===== config.mk =====
export PLATFORM = sky130hd
export DESIGN_NAME = bsl_boot_strap_latch
export DESIGN_NICKNAME = d
export VERILOG_FILES = /design/src/hdl/bsl_pkg.sv /design/src/hdl/bsl_sync3.sv /design/src/hdl/bsl_boot_strap_latch.sv
export SDC_FILE = /design/constraint.sdc
export NUM_CORES = 1
export LEC_CHECK = 0
export ABC_AREA = 0
export BUFFER_PORTS_ARGS = -buffer_cell sky130_fd_sc_hd__clkbuf_2
export CORE_ASPECT_RATIO = 0.7
export CORE_MARGIN = 2
export CORE_UTILIZATION = 45
export DETAILED_ROUTE_END_ITERATION = 6
export PLACE_DENSITY_LB_ADDON = 0.08
export REMOVE_ABC_BUFFERS = 1
export SLEW_MARGIN = 20
export SYNTH_ARGS = -nofsm -noshare
export SYNTH_HDL_FRONTEND = slang
export SYNTH_HIERARCHICAL = 1
export SYNTH_SLANG_ARGS = --single-unit

===== constraint.sdc =====
create_clock -name ref_clk -period 4.94 [get_ports ref_clk]
set_input_delay 1.482 -clock ref_clk [delete_from_list [all_inputs] [get_ports ref_clk]]
set_output_delay 1.482 -clock ref_clk [all_outputs]
set_load 0.01 [all_outputs]

===== src/hdl/bsl_pkg.sv =====
// bsl_pkg: shared constants and carriers for the boot strap latch
// assumes: nothing; used by bsl_boot_strap_latch and tb
package bsl_pkg;

    localparam int unsigned STRAP_COUNT = 3;
    localparam int unsigned STRAP_IDX_FIRST = 0;
    localparam int unsigned STRAP_IDX_SECOND = 1;
    localparam int unsigned STRAP_IDX_THIRD = 2;
    localparam logic [2:0] STRAP_RESET_VALUE = 3'h4; // third strap pulled up
    localparam logic [1:0] POLICY_ALWAYS_ON = 2'h0;
    localparam logic [1:0] POLICY_LOW_ON = 2'h1;
    localparam logic [1:0] POLICY_HIGH_ON = 2'h2;
    localparam logic [1:0] POLICY_ALWAYS_OFF = 2'h3;
    localparam int unsigned CLK_PERIOD_NS = 8;
    localparam int unsigned HOLD_TIME_MS = 3;
    localparam int unsigned HOLD_CYCLES = (HOLD_TIME_MS * 1000000) / CLK_PERIOD_NS;

    typedef enum logic [1:0] {
        BSL_BOOT_FLASH,
        BSL_BOOT_DOWNLOAD,
        BSL_BOOT_UNDEFINED
    } bsl_boot_e;

    typedef struct packed {
        logic [2:0] bits;
        logic valid;
        logic invalid_combo;
    } bsl_strap_s;

endpackage


===== src/hdl/bsl_sync3.sv =====
// bsl_sync3: three-flop synchroniser for pin levels, one per bit
// assumes: inputs asynchronous to ref_clk
`timescale 1ns/1ns
`default_nettype none
module bsl_sync3 #(
    parameter int unsigned WIDTH = 3,
    parameter logic [WIDTH-1:0] INIT = '0
) (
    input wire logic ref_clk,
    input wire logic reset_n,
    input wire logic [WIDTH-1:0] async_in,
    output logic [WIDTH-1:0] sync_out,
    output logic [WIDTH-1:0] stable
);
    // one bit at least, or there is nothing to synchronise
    if (WIDTH < 1) begin : g_bad_width
        $error("WIDTH must be at least one");
    end

    logic [WIDTH-1:0] meta_r;
    logic [WIDTH-1:0] s2_r;
    logic [WIDTH-1:0] s3_r;

    // first flop feeds only the second
    always_ff @(posedge ref_clk or negedge reset_n) begin
        if (!reset_n) begin
            meta_r <= INIT;
            s2_r <= INIT;
            s3_r <= INIT;
        end else begin
            meta_r <= async_in;
            s2_r <= meta_r;
            s3_r <= s2_r;
        end
    end

    // a level counts once the second and third flops agree
    assign sync_out = s3_r;
    assign stable = ~(s2_r ^ s3_r);
endmodule
`default_nettype wire


===== src/hdl/bsl_boot_strap_latch.sv =====
// bsl_boot_strap_latch: captures three strap pins in the hold window after reset release, decodes boot mode
// assumes: reset_n is the chip system reset (any cause); chip-enable low arrives separately on chip_en
`timescale 1ns/1ns
`default_nettype none
module bsl_boot_strap_latch #(
    parameter int unsigned HOLD_CYCLES = bsl_pkg::HOLD_CYCLES
) (
    input wire logic ref_clk,
    input wire logic reset_n,
    input wire logic chip_en,
    input wire logic strap_pin_first,
    input wire logic strap_pin_second,
    input wire logic strap_pin_third,
    input wire logic strap_pin_third_oe_n,
    input wire logic [1:0] print_policy,
    output logic [2:0] strap_value,
    output logic strap_valid,
    output logic pins_released,
    output logic third_pull_up_en,
    output bsl_pkg::bsl_boot_e boot_mode,
    output logic print_enable,
    output logic strap_invalid
);

    // a zero-length window would release the pins before any sample is taken
    if (HOLD_CYCLES < 1) begin : g_bad_hold
        $error("HOLD_CYCLES must be at least one");
    end

    ////////////////////////////////////////////////////////////////////////
    // pin conditioning

    logic rst_n;
    logic [2:0] pin_level;
    logic [2:0] pin_sync;
    logic [2:0] pin_stable;
    bsl_pkg::bsl_strap_s strap_r;
    logic [31:0] hold_cnt_r;
    logic released_r;

    // chip enable low acts as a full reset, same as any other cause
    assign rst_n = reset_n & chip_en;

    // a floating third pin reads high through the internal pull-up
    assign pin_level = {strap_pin_third | strap_pin_third_oe_n,
                        strap_pin_second, strap_pin_first};

    bsl_sync3 #(
        .WIDTH(bsl_pkg::STRAP_COUNT),
        .INIT(bsl_pkg::STRAP_RESET_VALUE)
    ) u_sync (
        .ref_clk(ref_clk),
        .reset_n(rst_n),
        .async_in(pin_level),
        .sync_out(pin_sync),
        .stable(pin_stable)
    );

    ////////////////////////////////////////////////////////////////////////
    // capture window: sample until the hold time after reset release ends

    // counts the hold window; pins stay in strap duty until it runs out
    always_ff @(posedge ref_clk or negedge rst_n) begin
        if (!rst_n) begin
            hold_cnt_r <= 32'h0;
            released_r <= 1'b0;
        end else if (!released_r) begin
            if (hold_cnt_r >= HOLD_CYCLES - 1) begin
                released_r <= 1'b1;
            end
            hold_cnt_r <= hold_cnt_r + 32'h1;
        end
    end

    // latch tracks settled pin levels only while the window is open
    always_ff @(posedge ref_clk or negedge rst_n) begin
        if (!rst_n) begin
            strap_r.bits <= bsl_pkg::STRAP_RESET_VALUE;
            strap_r.valid <= 1'b0;
            strap_r.invalid_combo <= 1'b0;
        end else if (!released_r) begin
            if (&pin_stable) begin
                strap_r.bits <= pin_sync;
            end
        end else if (!strap_r.valid) begin
            // freeze: from here on the pins are ordinary I/O
            strap_r.valid <= 1'b1;
            strap_r.invalid_combo <= ~strap_r.bits[bsl_pkg::STRAP_IDX_SECOND] &
                                     ~strap_r.bits[bsl_pkg::STRAP_IDX_THIRD];
        end
    end

    ////////////////////////////////////////////////////////////////////////
    // decode

    logic s_first;
    logic s_second;
    logic s_third;
    assign s_first = strap_r.bits[bsl_pkg::STRAP_IDX_FIRST];
    assign s_second = strap_r.bits[bsl_pkg::STRAP_IDX_SECOND];
    assign s_third = strap_r.bits[bsl_pkg::STRAP_IDX_THIRD];

    // boot mode; second and third both low fall back to flash with the flag raised, other unlisted combos decode undefined
    always_comb begin
        if (s_first && s_third) begin
            boot_mode = bsl_pkg::BSL_BOOT_FLASH;
        end else if (s_first && s_second && !s_third) begin
            boot_mode = bsl_pkg::BSL_BOOT_DOWNLOAD;
        end else if (!s_second && !s_third) begin
            boot_mode = bsl_pkg::BSL_BOOT_FLASH;
        end else begin
            boot_mode = bsl_pkg::BSL_BOOT_UNDEFINED;
        end
    end

    // print gating from the fuse policy field and the second strap
    always_comb begin
        unique case (print_policy)
            bsl_pkg::POLICY_ALWAYS_ON: print_enable = 1'b1;
            bsl_pkg::POLICY_LOW_ON: print_enable = ~s_second;
            bsl_pkg::POLICY_HIGH_ON: print_enable = s_second;
            bsl_pkg::POLICY_ALWAYS_OFF: print_enable = 1'b0;
        endcase
    end

    assign strap_value = strap_r.bits;
    assign strap_valid = strap_r.valid;
    assign strap_invalid = strap_r.invalid_combo;
    assign pins_released = released_r;
    assign third_pull_up_en = 1'b1;

    ////////////////////////////////////////////////////////////////////////
    // checks

    logic [2:0] held_bits_r;
    always_ff @(posedge ref_clk or negedge rst_n) begin
        if (!rst_n) begin
            held_bits_r <= bsl_pkg::STRAP_RESET_VALUE;
        end else begin
            held_bits_r <= strap_r.bits;
        end
    end

    chk_latch_holds_value: assert property (@(posedge ref_clk) disable iff (!rst_n)
        strap_valid |-> strap_value == held_bits_r)
        else $error("strap bits changed after the capture window");
    chk_valid_after_release: assert property (@(posedge ref_clk) disable iff (!rst_n)
        $rose(pins_released) |=> $rose(strap_valid))
        else $error("strap not frozen one cycle after release");
    chk_valid_needs_release: assert property (@(posedge ref_clk) disable iff (!rst_n)
        strap_valid |-> pins_released)
        else $error("strap valid before pin release");
    chk_flash_decode: assert property (@(posedge ref_clk) disable iff (!rst_n)
        (s_first && s_third) |-> boot_mode == bsl_pkg::BSL_BOOT_FLASH)
        else $error("flash boot not decoded");
    chk_download_decode: assert property (@(posedge ref_clk) disable iff (!rst_n)
        (strap_value == 3'h3) |-> boot_mode == bsl_pkg::BSL_BOOT_DOWNLOAD)
        else $error("download boot not decoded");
    chk_print_fixed: assert property (@(posedge ref_clk) disable iff (!rst_n)
        (print_policy == 2'h0 |-> print_enable) and (print_policy == 2'h3 |-> !print_enable))
        else $error("fixed print policy ignored");
    chk_print_strapped: assert property (@(posedge ref_clk) disable iff (!rst_n)
        (print_policy == 2'h1) |-> print_enable == !s_second)
        else $error("policy one print gating wrong");
    chk_invalid_flag: assert property (@(posedge ref_clk) disable iff (!rst_n)
        $rose(strap_valid) |-> strap_invalid == (strap_value[2:1] == 2'h0))
        else $error("invalid strap combo not flagged");
    chk_release_time: assert property (@(posedge ref_clk) disable iff (!rst_n)
        $rose(pins_released) |-> hold_cnt_r == HOLD_CYCLES)
        else $error("pins released at wrong time");

    // latch clears in reset, tracks the pins in the window and freezes after it
    chk_reset_clears: assert property (@(posedge ref_clk)
        !rst_n |=> !strap_valid && !pins_released && !strap_invalid &&
            strap_value == bsl_pkg::STRAP_RESET_VALUE)
        else $error("latch not cleared by reset");
    chk_capture_tracks: assert property (@(posedge ref_clk) disable iff (!rst_n)
        (!released_r && (&pin_stable)) |=> strap_value == $past(pin_sync))
        else $error("settled pin level not captured in the window");
    chk_freeze_on_release: assert property (@(posedge ref_clk) disable iff (!rst_n)
        pins_released |=> $stable(strap_value))
        else $error("strap bits moved after pin release");
    chk_released_stays: assert property (@(posedge ref_clk) disable iff (!rst_n)
        pins_released |=> pins_released)
        else $error("pins taken back before the next reset");
    chk_invalid_stands: assert property (@(posedge ref_clk) disable iff (!rst_n)
        strap_valid |=> $stable(strap_invalid))
        else $error("invalid flag moved after freeze");
    chk_hold_count_bound: assert property (@(posedge ref_clk) disable iff (!rst_n)
        hold_cnt_r <= HOLD_CYCLES)
        else $error("hold counter ran past the window");

    // the pair that must never be strapped: flag and fallback decode
    chk_invalid_needs_pair: assert property (@(posedge ref_clk) disable iff (!rst_n)
        strap_invalid |-> !strap_value[bsl_pkg::STRAP_IDX_SECOND] &&
            !strap_value[bsl_pkg::STRAP_IDX_THIRD])
        else $error("invalid flag raised for a legal combination");
    chk_invalid_after_freeze: assert property (@(posedge ref_clk) disable iff (!rst_n)
        !pins_released |-> !strap_invalid)
        else $error("invalid flag raised inside the window");
    chk_invalid_decode: assert property (@(posedge ref_clk) disable iff (!rst_n)
        (!s_second && !s_third) |-> boot_mode == bsl_pkg::BSL_BOOT_FLASH)
        else $error("invalid combination not decoded as flash");

    // print gating with the strap-controlled polarity
    chk_print_inverted: assert property (@(posedge ref_clk) disable iff (!rst_n)
        (print_policy == bsl_pkg::POLICY_HIGH_ON) |-> print_enable == s_second)
        else $error("policy two print gating wrong");
endmodule
`default_nettype wire


# Word-level counts from Yosys, hierarchy flattened
# Index checks and enable logic that the tools add are counted.
[totals] regBits=47 latchBits=0 mem_bits_rw=0 rom_bits=0 input_bits=9 output_inout_bits=10 wordCells=37 memories=0
[op_classes] addsub=1 mul=0 div_mod_pow=0 order_cmp=1 eq_ne=3 shifts=0 mux=6 bitwise=9 reduce_logical=9
[ops] op="adder 32 x 1 -> 32 bit (second input constant)" n=1
[ops] op=">= comparator 32 x 19 -> 1 bit (second input constant)" n=1
[ops] op="two-way mux 2 bit" n=3
[ops] op="equality test 2 bit (second input constant)" n=2
[ops] op="logical AND 1 bit" n=4
[ops] op="NOT 1 bit" n=4
[ops] op="one-hot mux 1 bit (4 select lines)" n=1
[ops] op="AND reduction 4 bit" n=1
[ops] op="NOT 3 bit" n=1
[ops] op="bitwise XOR 3 bit" n=1
[ops] op="bitwise AND 1 bit" n=2
[ops] op="equality test 2 x 1 -> 1 bit (second input constant)" n=1
[ops] op="zero test 1 bit" n=2
[ops] op="zero test 2 bit" n=1
[ops] op="two-way mux 1 bit" n=2
[ops] op="AND reduction 2 bit" n=1
[ops] op="OR 1 bit" n=1

# Logic depth before layout (Yosys ltp)
# Gate-level depths: netlist of run 1.
[depth] word_depth=5 depth_mapped=6 ltp_nobuf=5

# By module
# The synthesis of run 1 kept the hierarchy.
[by_module_without_submodules] mod="bsl_boot_strap_latch" n_inst=1 cells_per_inst=163 area_per_inst_um2=1828.0 seq_area_each_um2=952.2
[by_module_without_submodules] mod="bsl_sync3" n_inst=1 cells_per_inst=12 area_per_inst_um2=255.2 seq_area_each_um2=229.0

# Worst setup path before layout of run 1
# OpenSTA, ideal clock, no wires.
[synth_timing] kind="input to output" start="input port print_policy[0]" end="output port print_enable" arrival_ps=1701 required_ps=3458 path_slack_ps=1757 cell_stages=1 path_buffers=0 cell_sequence="mux2i_1"
[synth_between] elab_chain_len=2 elab_cells_between_ends=5 classes_between="eq/ne (3); mux (1); reduce/logical (1)"
[synth_rtl] element="start: declaration" line_no="bsl_boot_strap_latch.sv:15" source="input wire logic [1:0] print_policy,"
[synth_rtl] element="equality test 2 bit, or another cell as far along" line_no="bsl_boot_strap_latch.sv:118" source="unique case (print_policy)"
[synth_rtl] element="one-hot mux 1 bit (4 select lines) *" line_no="bsl_boot_strap_latch.sv:118"
[synth_rtl] element="end: declaration" line_no="bsl_boot_strap_latch.sv:21" source="output logic print_enable,"
# Mark *: on every way between the ends. The rest lies on a longest branch, timed or not.

# Worst setup path after layout of run 1
# Ends and elaborated chain as after synthesis.

==> results.md, run 1 <==
* Status: complete, no violations
* Routability cong. at 0.756
* Vias post-DR at 1348
* Htree depth at 2
* WHS at 358 ps
* Synth warnings at 6
* Clock Latency Late Sink at 290 ps
* Overall global routing resource usage at 16.4%
* Yosys cell types at 33
* Hold-fix buffers at CTS at 0
* Fin. Hold Viols at 0
* FMAX at 0.302 GHz
* Min-Delay Path Class: register to register
* CTS clock-pin slew for the worst setup and hold paths at 80 ps
* Comb pwr share at 7.2%
* Root Driver: clkbuf_8
* Mapped Cells at 175
* Synthesized area at 0.00208 mm^2
* Relative slew slack at 57.6%
* FFs w/ async S/R, synth at 100%
* PD cells at 294 mW/mm^2
* TritonCTS clock tree: built
* Sequential power share at 60.7%
* Worst VDD drop at 0.140 mV
* Initial core utilization at 47.3%
* Core Util, Final at 52.2%
* Leak at 1.05 nW
* Crit path arrival time at 1830 ps
* Top cell type's share of synthesized area at 51.7%
* Drt pass-1 iters at 4
* PortBufs at 17
* P_sw at 0.156 mW
* CP max stage cell: clkbuf_2
* Layout cells sized above 1 at 21.9%
* Grt ovf at 0
* Detailed Place HPWL at 2.62 mm
* # fillers at 397
* P&R area growth vs syn at 10.5%
* FP Rows at 20
* RSZ-0062 raised after global routing: no
* WS Path Type: input port to output port
* Residual DRC at 0
* Max Used Layer: met4
* CTS Sinks at 47
* Storage element area at 0.00118 mm^2
* Setup WS pre-CTS at 1630 ps
* Final-report max-slew violation count at 0
* Cell Int Power at 0.521 mW
* Area leader, netlist: dfrtp_1
* Die height at 60.9 um
* Antenna violations before repair at 0
* Area contributors post-synth: dfrtp_1, xnor2_1, dfstp_2, nand4_1, xor2_1
* WL final at 3.65 mm
* Setup_tns at 0 ps
* Setup ws final at 1630 ps
* Via density at 5.37
* Syn Area/Cell at 11.9 um^2
* Routed Antenna Nets at 0
* CP most frequent cell: clkbuf_2
* First-pass GRT wire length at 6.53 mm
* Register bit total from synthesis at 47
* MaxCap Viol Count at 0
* Clock share of power at 32.2%
* Die area at 0.00520 mm^2
* CP max stage delay at 150 ps
* Commonest cells after routing, fill and taps aside: dfrtp_1, xnor2_1, clkbuf_2, nand2_1, nand4_1
* Post-cts sizing count at 0
* Synth Flop Type: dfrtp_1
* Final clock skew at 4.79 ps
* Fin nets at 205
* Post-synth EDFFs at 0
* Net Sw Frac at 23.0%
* Worst-case clock buffer depth at 2
* Setup-failing EPs final at 0
* Worst endpoint required time at 3460 ps
* Met3 WL at 159 um
* Met2 wire length at 1.48 mm
* Die width at 85.3 um
* Number of CTS-inserted buffers at 5
* DR WL/cell at 14.5 um
* Max FO, Critical Path at 1
* Critical path endpoint category: output port
* Commonest non-fill, non-tap cell in the layout: dfrtp_1
* Largest net degree at the start of global routing at 48
* Crit path cell chain: clkbuf_2 -> mux2i_1 -> clkbuf_2
* Top Ports at 19
* ANT cells at 0
* Area of the multi-input gates at 877 um^2
* Worst-margin pin slew at 630 ps
* Placeable core area at 0.00440 mm^2
* Period utilization at 67.0%
* DRT met1 WL at 1.97 mm
* Register area share after synthesis at 56.7%
* Vias in the first global route at 1342
* Starting DRT DRC Count at 72
* Critical path launch point type: input port
* Post-CTS Setup Bufs at 0
* Min Tclk post-route at 3310 ps
-- synth_stat cells (all sizes together) (2+ instances only) --
| cell | count |
|---|---|
| dfrtp | 43 |
| xnor2 | 26 |
| nand4 | 14 |
| nand2 | 13 |
| and3 | 9 |
| nand3 | 8 |
| xor2 | 8 |
| nor2 | 7 |
| and2 | 5 |
| nor4 | 5 |
| dfstp | 4 |
| mux2 | 4 |
| nor3 | 4 |
| a211oi | 2 |
| a21o | 2 |
| and4 | 2 |
| buf | 2 |
| clkbuf | 2 |
| inv | 2 |
| o21ai | 2 |
| or2 | 2 |
-- final cells by class --
type	count	area share, %
clock buffers	7	3.32
clock inverters	1	0.218
inverters	2	0.326
multi-input cells	122	38.1
flip-flops and latches	47	51.3
well taps	55	2.99
repair buffers	17	3.70
-- metrics by stage --
step / cells / area [um^2] / power (mW)
2_1_floorplan: 171 / 2060 / 0.445
3_3_place_gp: 243 / 2220 / 0.466
3_5_place_dp: 243 / 2220 / 0.467
4_1_cts: 251 / 2300 / 0.685
5_1_grt: 251 / 2300 / 0.708
6_report: 251 / 2300 / 0.677
-- worst paths after layout --
| path | slack (ps) | endpoint | cells past startpoint | startpoint |
|---|---|---|---|---|
| max in group asynchronous | 3220 | hold_cnt_r[27] | 2 | reset_n |
| worst min register to register | 360 | u_sync/s2_r[0] | 0 | u_sync/meta_r[0] |
| worst max-delay path | 1630 | print_enable | 3 | print_policy[0] |
| worst max register to register | 3160 | hold_cnt_r[29] | 4 | hold_cnt_r[5] |
| min in group asynchronous | 1310 | u_sync/s2_r[1] | 2 | chip_en |
| worst min-delay path | 360 | u_sync/s2_r[0] | 0 | u_sync/meta_r[0] |
-- registers in the layout, indices dropped and copies added (netlist names) --
name and cells:
hold_cnt_r 32, strap_value 3, u_sync/meta_r 3, u_sync/s2_r 3, u_sync/sync_out 3, pins_released 1, strap_invalid 1, strap_valid 1
-- power by group through the flow --
stage | logic [mW] | registers, mW | clock network (mW)
6_report | 0.0484 | 0.411 | 0.218
5_1_grt | 0.0543 | 0.413 | 0.240
4_1_cts | 0.0493 | 0.411 | 0.225
3_5_place_dp | 0.0492 | 0.418 | 0
3_3_place_gp | 0.0481 | 0.417 | 0
2_1_floorplan | 0.0257 | 0.420 | 0
-- critical path, delay by kind of cell --
family / cells / cell delay, ps
buffers and inverters: 2 / 230
muxes: 1 / 120
-- cells by family after synthesis --
kind of cell               after synthesis  synth area share (%)
and+or+nand+nor                         73                  21.5
DFF                                     47                  56.7
xor gates and xnor gates                34                  14.3
AOI/OAI and AO/OA                        8                  2.76
buffers and inverters                    6                  1.32
muxes                                    5                  2.64
adders and majority gates                1                 0.601
other                                    1                 0.180
-- routing by layer --
| metal | up-vias | track usage (%) |
|---|---|---|
| met2 | 27 | 23.4 |
| met4 | 0 | 5.44 |
| met5 | - | 0 |
| met3 | 4 | 4.08 |
| li1 | 654 | - |
| met1 | 663 | 24.5 |
No activity file was read; power rests on OpenSTA's default activity.
==> inputs of run 2 (changes only) <==
--- a/config.mk
+++ b/config.mk
@@ -5,7 +5,7 @@
 export SDC_FILE = /design/constraint.sdc
 export NUM_CORES = 1
 export LEC_CHECK = 0
-export ABC_AREA = 0
+export ABC_AREA = 1
 export BUFFER_PORTS_ARGS = -buffer_cell sky130_fd_sc_hd__clkbuf_2
 export CORE_ASPECT_RATIO = 0.7
 export CORE_MARGIN = 2
==> constraint.sdc (replaced) <==
create_clock -name ref_clk -period 3.2 [get_ports ref_clk]
set_input_delay 0.96 -clock ref_clk [delete_from_list [all_inputs] [get_ports ref_clk]]
set_output_delay 0.96 -clock ref_clk [all_outputs]
set_load 0.01 [all_outputs]
==> run 2 against run 1 <==
Against the previous run: critical path depth is the same; first-iteration DRC count increased by 110%; clock power up 100%; clock skew grew 1.6 ps; sequential cell count stayed put; worst setup slack lost 690 ps; final area grew 21%; hold slack worse by 7.7 ps; synthesized cell count grew 77%; register-to-register slack worse by 1800 ps; highest routed layer unchanged.
==> results.md, run 2 <==
* Area leader, netlist: dfrtp_1
* Initial core utilization at 47.1% (-0.20 points)
* Register area share after synthesis at 47.2% (-9.5 points)
* Drt pass-1 iters at 4 (unchanged)
* Setup-failing EPs final at 0 (unchanged)
* Post-cts sizing count at 0 (unchanged)
* Post-DP Area at 0.00267 mm^2 (+20%)
* Crit path cell chain: clkbuf_2 -> mux2i_1 -> clkbuf_2
* FP Rows at 22 (+10%)
* CP max stage delay at 150 ps (about the same)
* Routed Antenna Nets at 0 (unchanged)
* Cell with the most instances after synthesis: nand2_1
* Largest net degree at the start of global routing at 48 (unchanged)
* Top cell type's share of synthesized area at 43.0% (-8.7 points)
* Syn Area/Cell at 8.10 um^2 (-32%)
* Area contributors post-synth: dfrtp_1, nand2_1, inv_1, xor2_1, nand3_1
* First-pass GRT wire length at 8.50 mm (+30%)
* CP bufs+invs at 2 (unchanged)
* Hold-fix buffers at CTS at 0 (unchanged)
* Worst-margin pin slew at 600 ps (-30.0 ps)
* Via density at 4.75 (-12%)
* Period utilization at 70.6%
* RSZ-0062 raised after global routing: no
* FMAX at 0.443 GHz
* ANT cells at 0 (unchanged)
* Min Tclk post-route at 2260 ps
* Comb pwr share at 6.0% (-1.2 points)
* Fin nets at 341 (+66%)
* Final-report max-slew violation count at 0 (unchanged)
* CP most frequent cell: clkbuf_2
* P&R area growth vs syn at 11.1%
* Yosys cell types at 31 (-6.1%)
* Die height at 66.4 um (+9.0%)
* Crit path arrival time at 1300 ps (-530 ps)
* Final clock skew at 6.35 ps (+1.56 ps)
* Largest register FFs at 32 (unchanged)
* Min-Delay Path Class: register to register
* Sequential power share at 55.6% (-5.1 points)
* Residual DRC at 0 (unchanged)
* Clock share of power at 38.4% (+6.2 points)
* CP max stage cell: clkbuf_2
* Critical path launch point type: input port
* Worst endpoint required time at 2240 ps (-1220 ps)
* Post-CTS Setup Bufs at 0 (unchanged)
* Top Ports at 19 (unchanged)
* Number of CTS-inserted buffers at 5 (unchanged)
* Max FO, Critical Path at 1 (unchanged)
* Register bit total from synthesis at 47 (unchanged)
* Commonest non-fill, non-tap cell in the layout: nand2_1
* Commonest cells after routing, fill and taps aside: nand2_1, inv_1, dfrtp_1, nor2_1, nand3_1
* Cell Int Power at 0.877 mW (+68%)
* Vias post-DR at 1919 (+42%)
* Routability cong. at 0.863 (+14%)
* CTS clock-pin slew for the worst setup and hold paths at 90 ps (about the same)
* Synth Flop Type: dfrtp_1
* Net Sw Frac at 22.7% (-0.35 points)
* Fin. Hold Viols at 0 (unchanged)
* Synthesized area at 0.00250 mm^2 (+20%)
* Critical path endpoint category: output port
* PortBufs at 17 (unchanged)
* TritonCTS clock tree: built
* Overall global routing resource usage at 18.1% (+1.7 points)
* Leak at 1.42 nW (+36%)
* FFs w/ async S/R, synth at 100% (unchanged)
* Vias in the first global route at 1710 (+27%)
* Worst-case clock buffer depth at 2 (unchanged)
* Status: complete, no violations
* Mapped Cells at 309 (+77%)
* Htree depth at 2 (unchanged)
* Clock Latency Late Sink at 300 ps (about the same)
* Antenna violations before repair at 0 (unchanged)
* Worst VDD drop at 0.233 mV (+66%)
* DR WL/cell at 12.3 um (-16%)
* # fillers at 500 (+26%)
* PD cells at 408 mW/mm^2 (+39%)
* WL final at 4.96 mm (+36%)
* Root Driver: clkbuf_8
* Detailed Place HPWL at 3.69 mm (+41%)
* Grt ovf at 0 (unchanged)
* Area of the multi-input gates at 0.00110 mm^2 (+26%)
* Starting DRT DRC Count at 154 (+110%)
* Fin area at 0.00278 mm^2 (+21%)
* Relative slew slack at 60.0% (+2.3 points)
* Synth warnings at 6 (unchanged)
* Delay-heaviest family, CP: buffers and inverters
* CTS Sinks at 47 (unchanged)
* WS Path Type: input port to output port
* P_sw at 0.257 mW (+65%)
* Setup_tns at 0 ps (unchanged)
* Synth top cells by count: nand2_1, inv_1, dfrtp_1
* MaxCap Viol Count at 0 (unchanged)
* Die area at 0.00618 mm^2 (+19%)
* Die width at 93.1 um (+9.1%)
* Placeable core area at 0.00531 mm^2 (+21%)
* Largest Register: hold_cnt_r
* Storage element area at 0.00118 mm^2 (unchanged)
* Post-synth EDFFs at 0 (unchanged)
* Layout cells sized above 1 at 16.9% (-5.1 points)
[run 2: cell count changes in the layout (fill, tap and decap cells not counted), sizes merged, moves of 3 or more]
cell	previous run	this run
nand3	8	23
o21ai	2	5
nor4	5	2
and2	5	0
xor2	8	14
and3	9	0
xnor2	26	6
inv	2	53
nand2	13	82
nor2	7	38
nor3	4	10
[run 2: cells by family (layout without fill, tap and decap cells)]
kind of cell	Yosys count	count (layout)	synth area share (%)
compound gates	10	10	2.35
xor+xnor	20	20	7.00
fa+ha+maj	1	1	0.500
buf+inv	56	79	8.65
flops	47	47	47.2
mux	4	4	1.75
other cells	1	1	0.150
simple gates	170	170	32.4
[run 2: per-layer routing]
layer / up-vias / global-route usage, % / part of all wire (%)
met3: 2 / 4.10 / 5.8
met4: 0 / 3.31 / 0.38
met5: - / 0 / 0
li1: 1002 / - / -
met2: 44 / 23.8 / 38
met1: 871 / 29.5 / 56
[run 2: power groups by stage]
| stage | clock (mW) | combinational [mW] | sequential (mW) |
|---|---|---|---|
| after global placement | 0 | 0.0698 | 0.642 |
| after floorplan | 0 | 0.0364 | 0.643 |
| after CTS | 0.451 | 0.0704 | 0.631 |
| final | 0.435 | 0.0682 | 0.631 |
| after global routing | 0.482 | 0.0765 | 0.634 |
| after detailed placement | 0 | 0.0702 | 0.642 |
[run 2: final timing paths]
path | cells after the start | slack [ps] | to | start
worst min register to register | 0 | 350 | u_sync/s2_r[1] | u_sync/meta_r[1]
worst max-delay path | 3 | 940 | print_enable | print_policy[0]
min in group asynchronous | 4 | 830 | hold_cnt_r[30] | chip_en
worst min-delay path | 0 | 350 | u_sync/s2_r[1] | u_sync/meta_r[1]
worst max register to register | 6 | 1390 | hold_cnt_r[31] | pins_released
max in group asynchronous | 4 | 1960 | hold_cnt_r[20] | reset_n
[run 2: through the flow]
step | instances | setup slack [ps] | utilization [%] | hold slack [ps] | total power [mW]
global route | 404 | 903 | 52.3 | 365 | 1.19
detailed placement | 396 | 936 | 50.2 | 336 | 0.713
global placement | 396 | 941 | 50.2 | 334 | 0.711
CTS | 404 | 935 | 52.3 | 355 | 1.15
finish | 404 | 941 | 52.3 | 350 | 1.13
floorplan | 306 | 1060 | - | 331 | 0.680
[run 2: area by class of cell]
| type | instances | area share (%) |
|---|---|---|
| flip-flops and latches | 47 | 42.5 |
| well taps | 72 | 3.24 |
| repair buffers | 18 | 3.33 |
| clock buffers | 5 | 2.48 |
| clock inverters | 3 | 1.58 |
| inverters | 53 | 7.16 |
| multi-input cells | 206 | 39.7 |
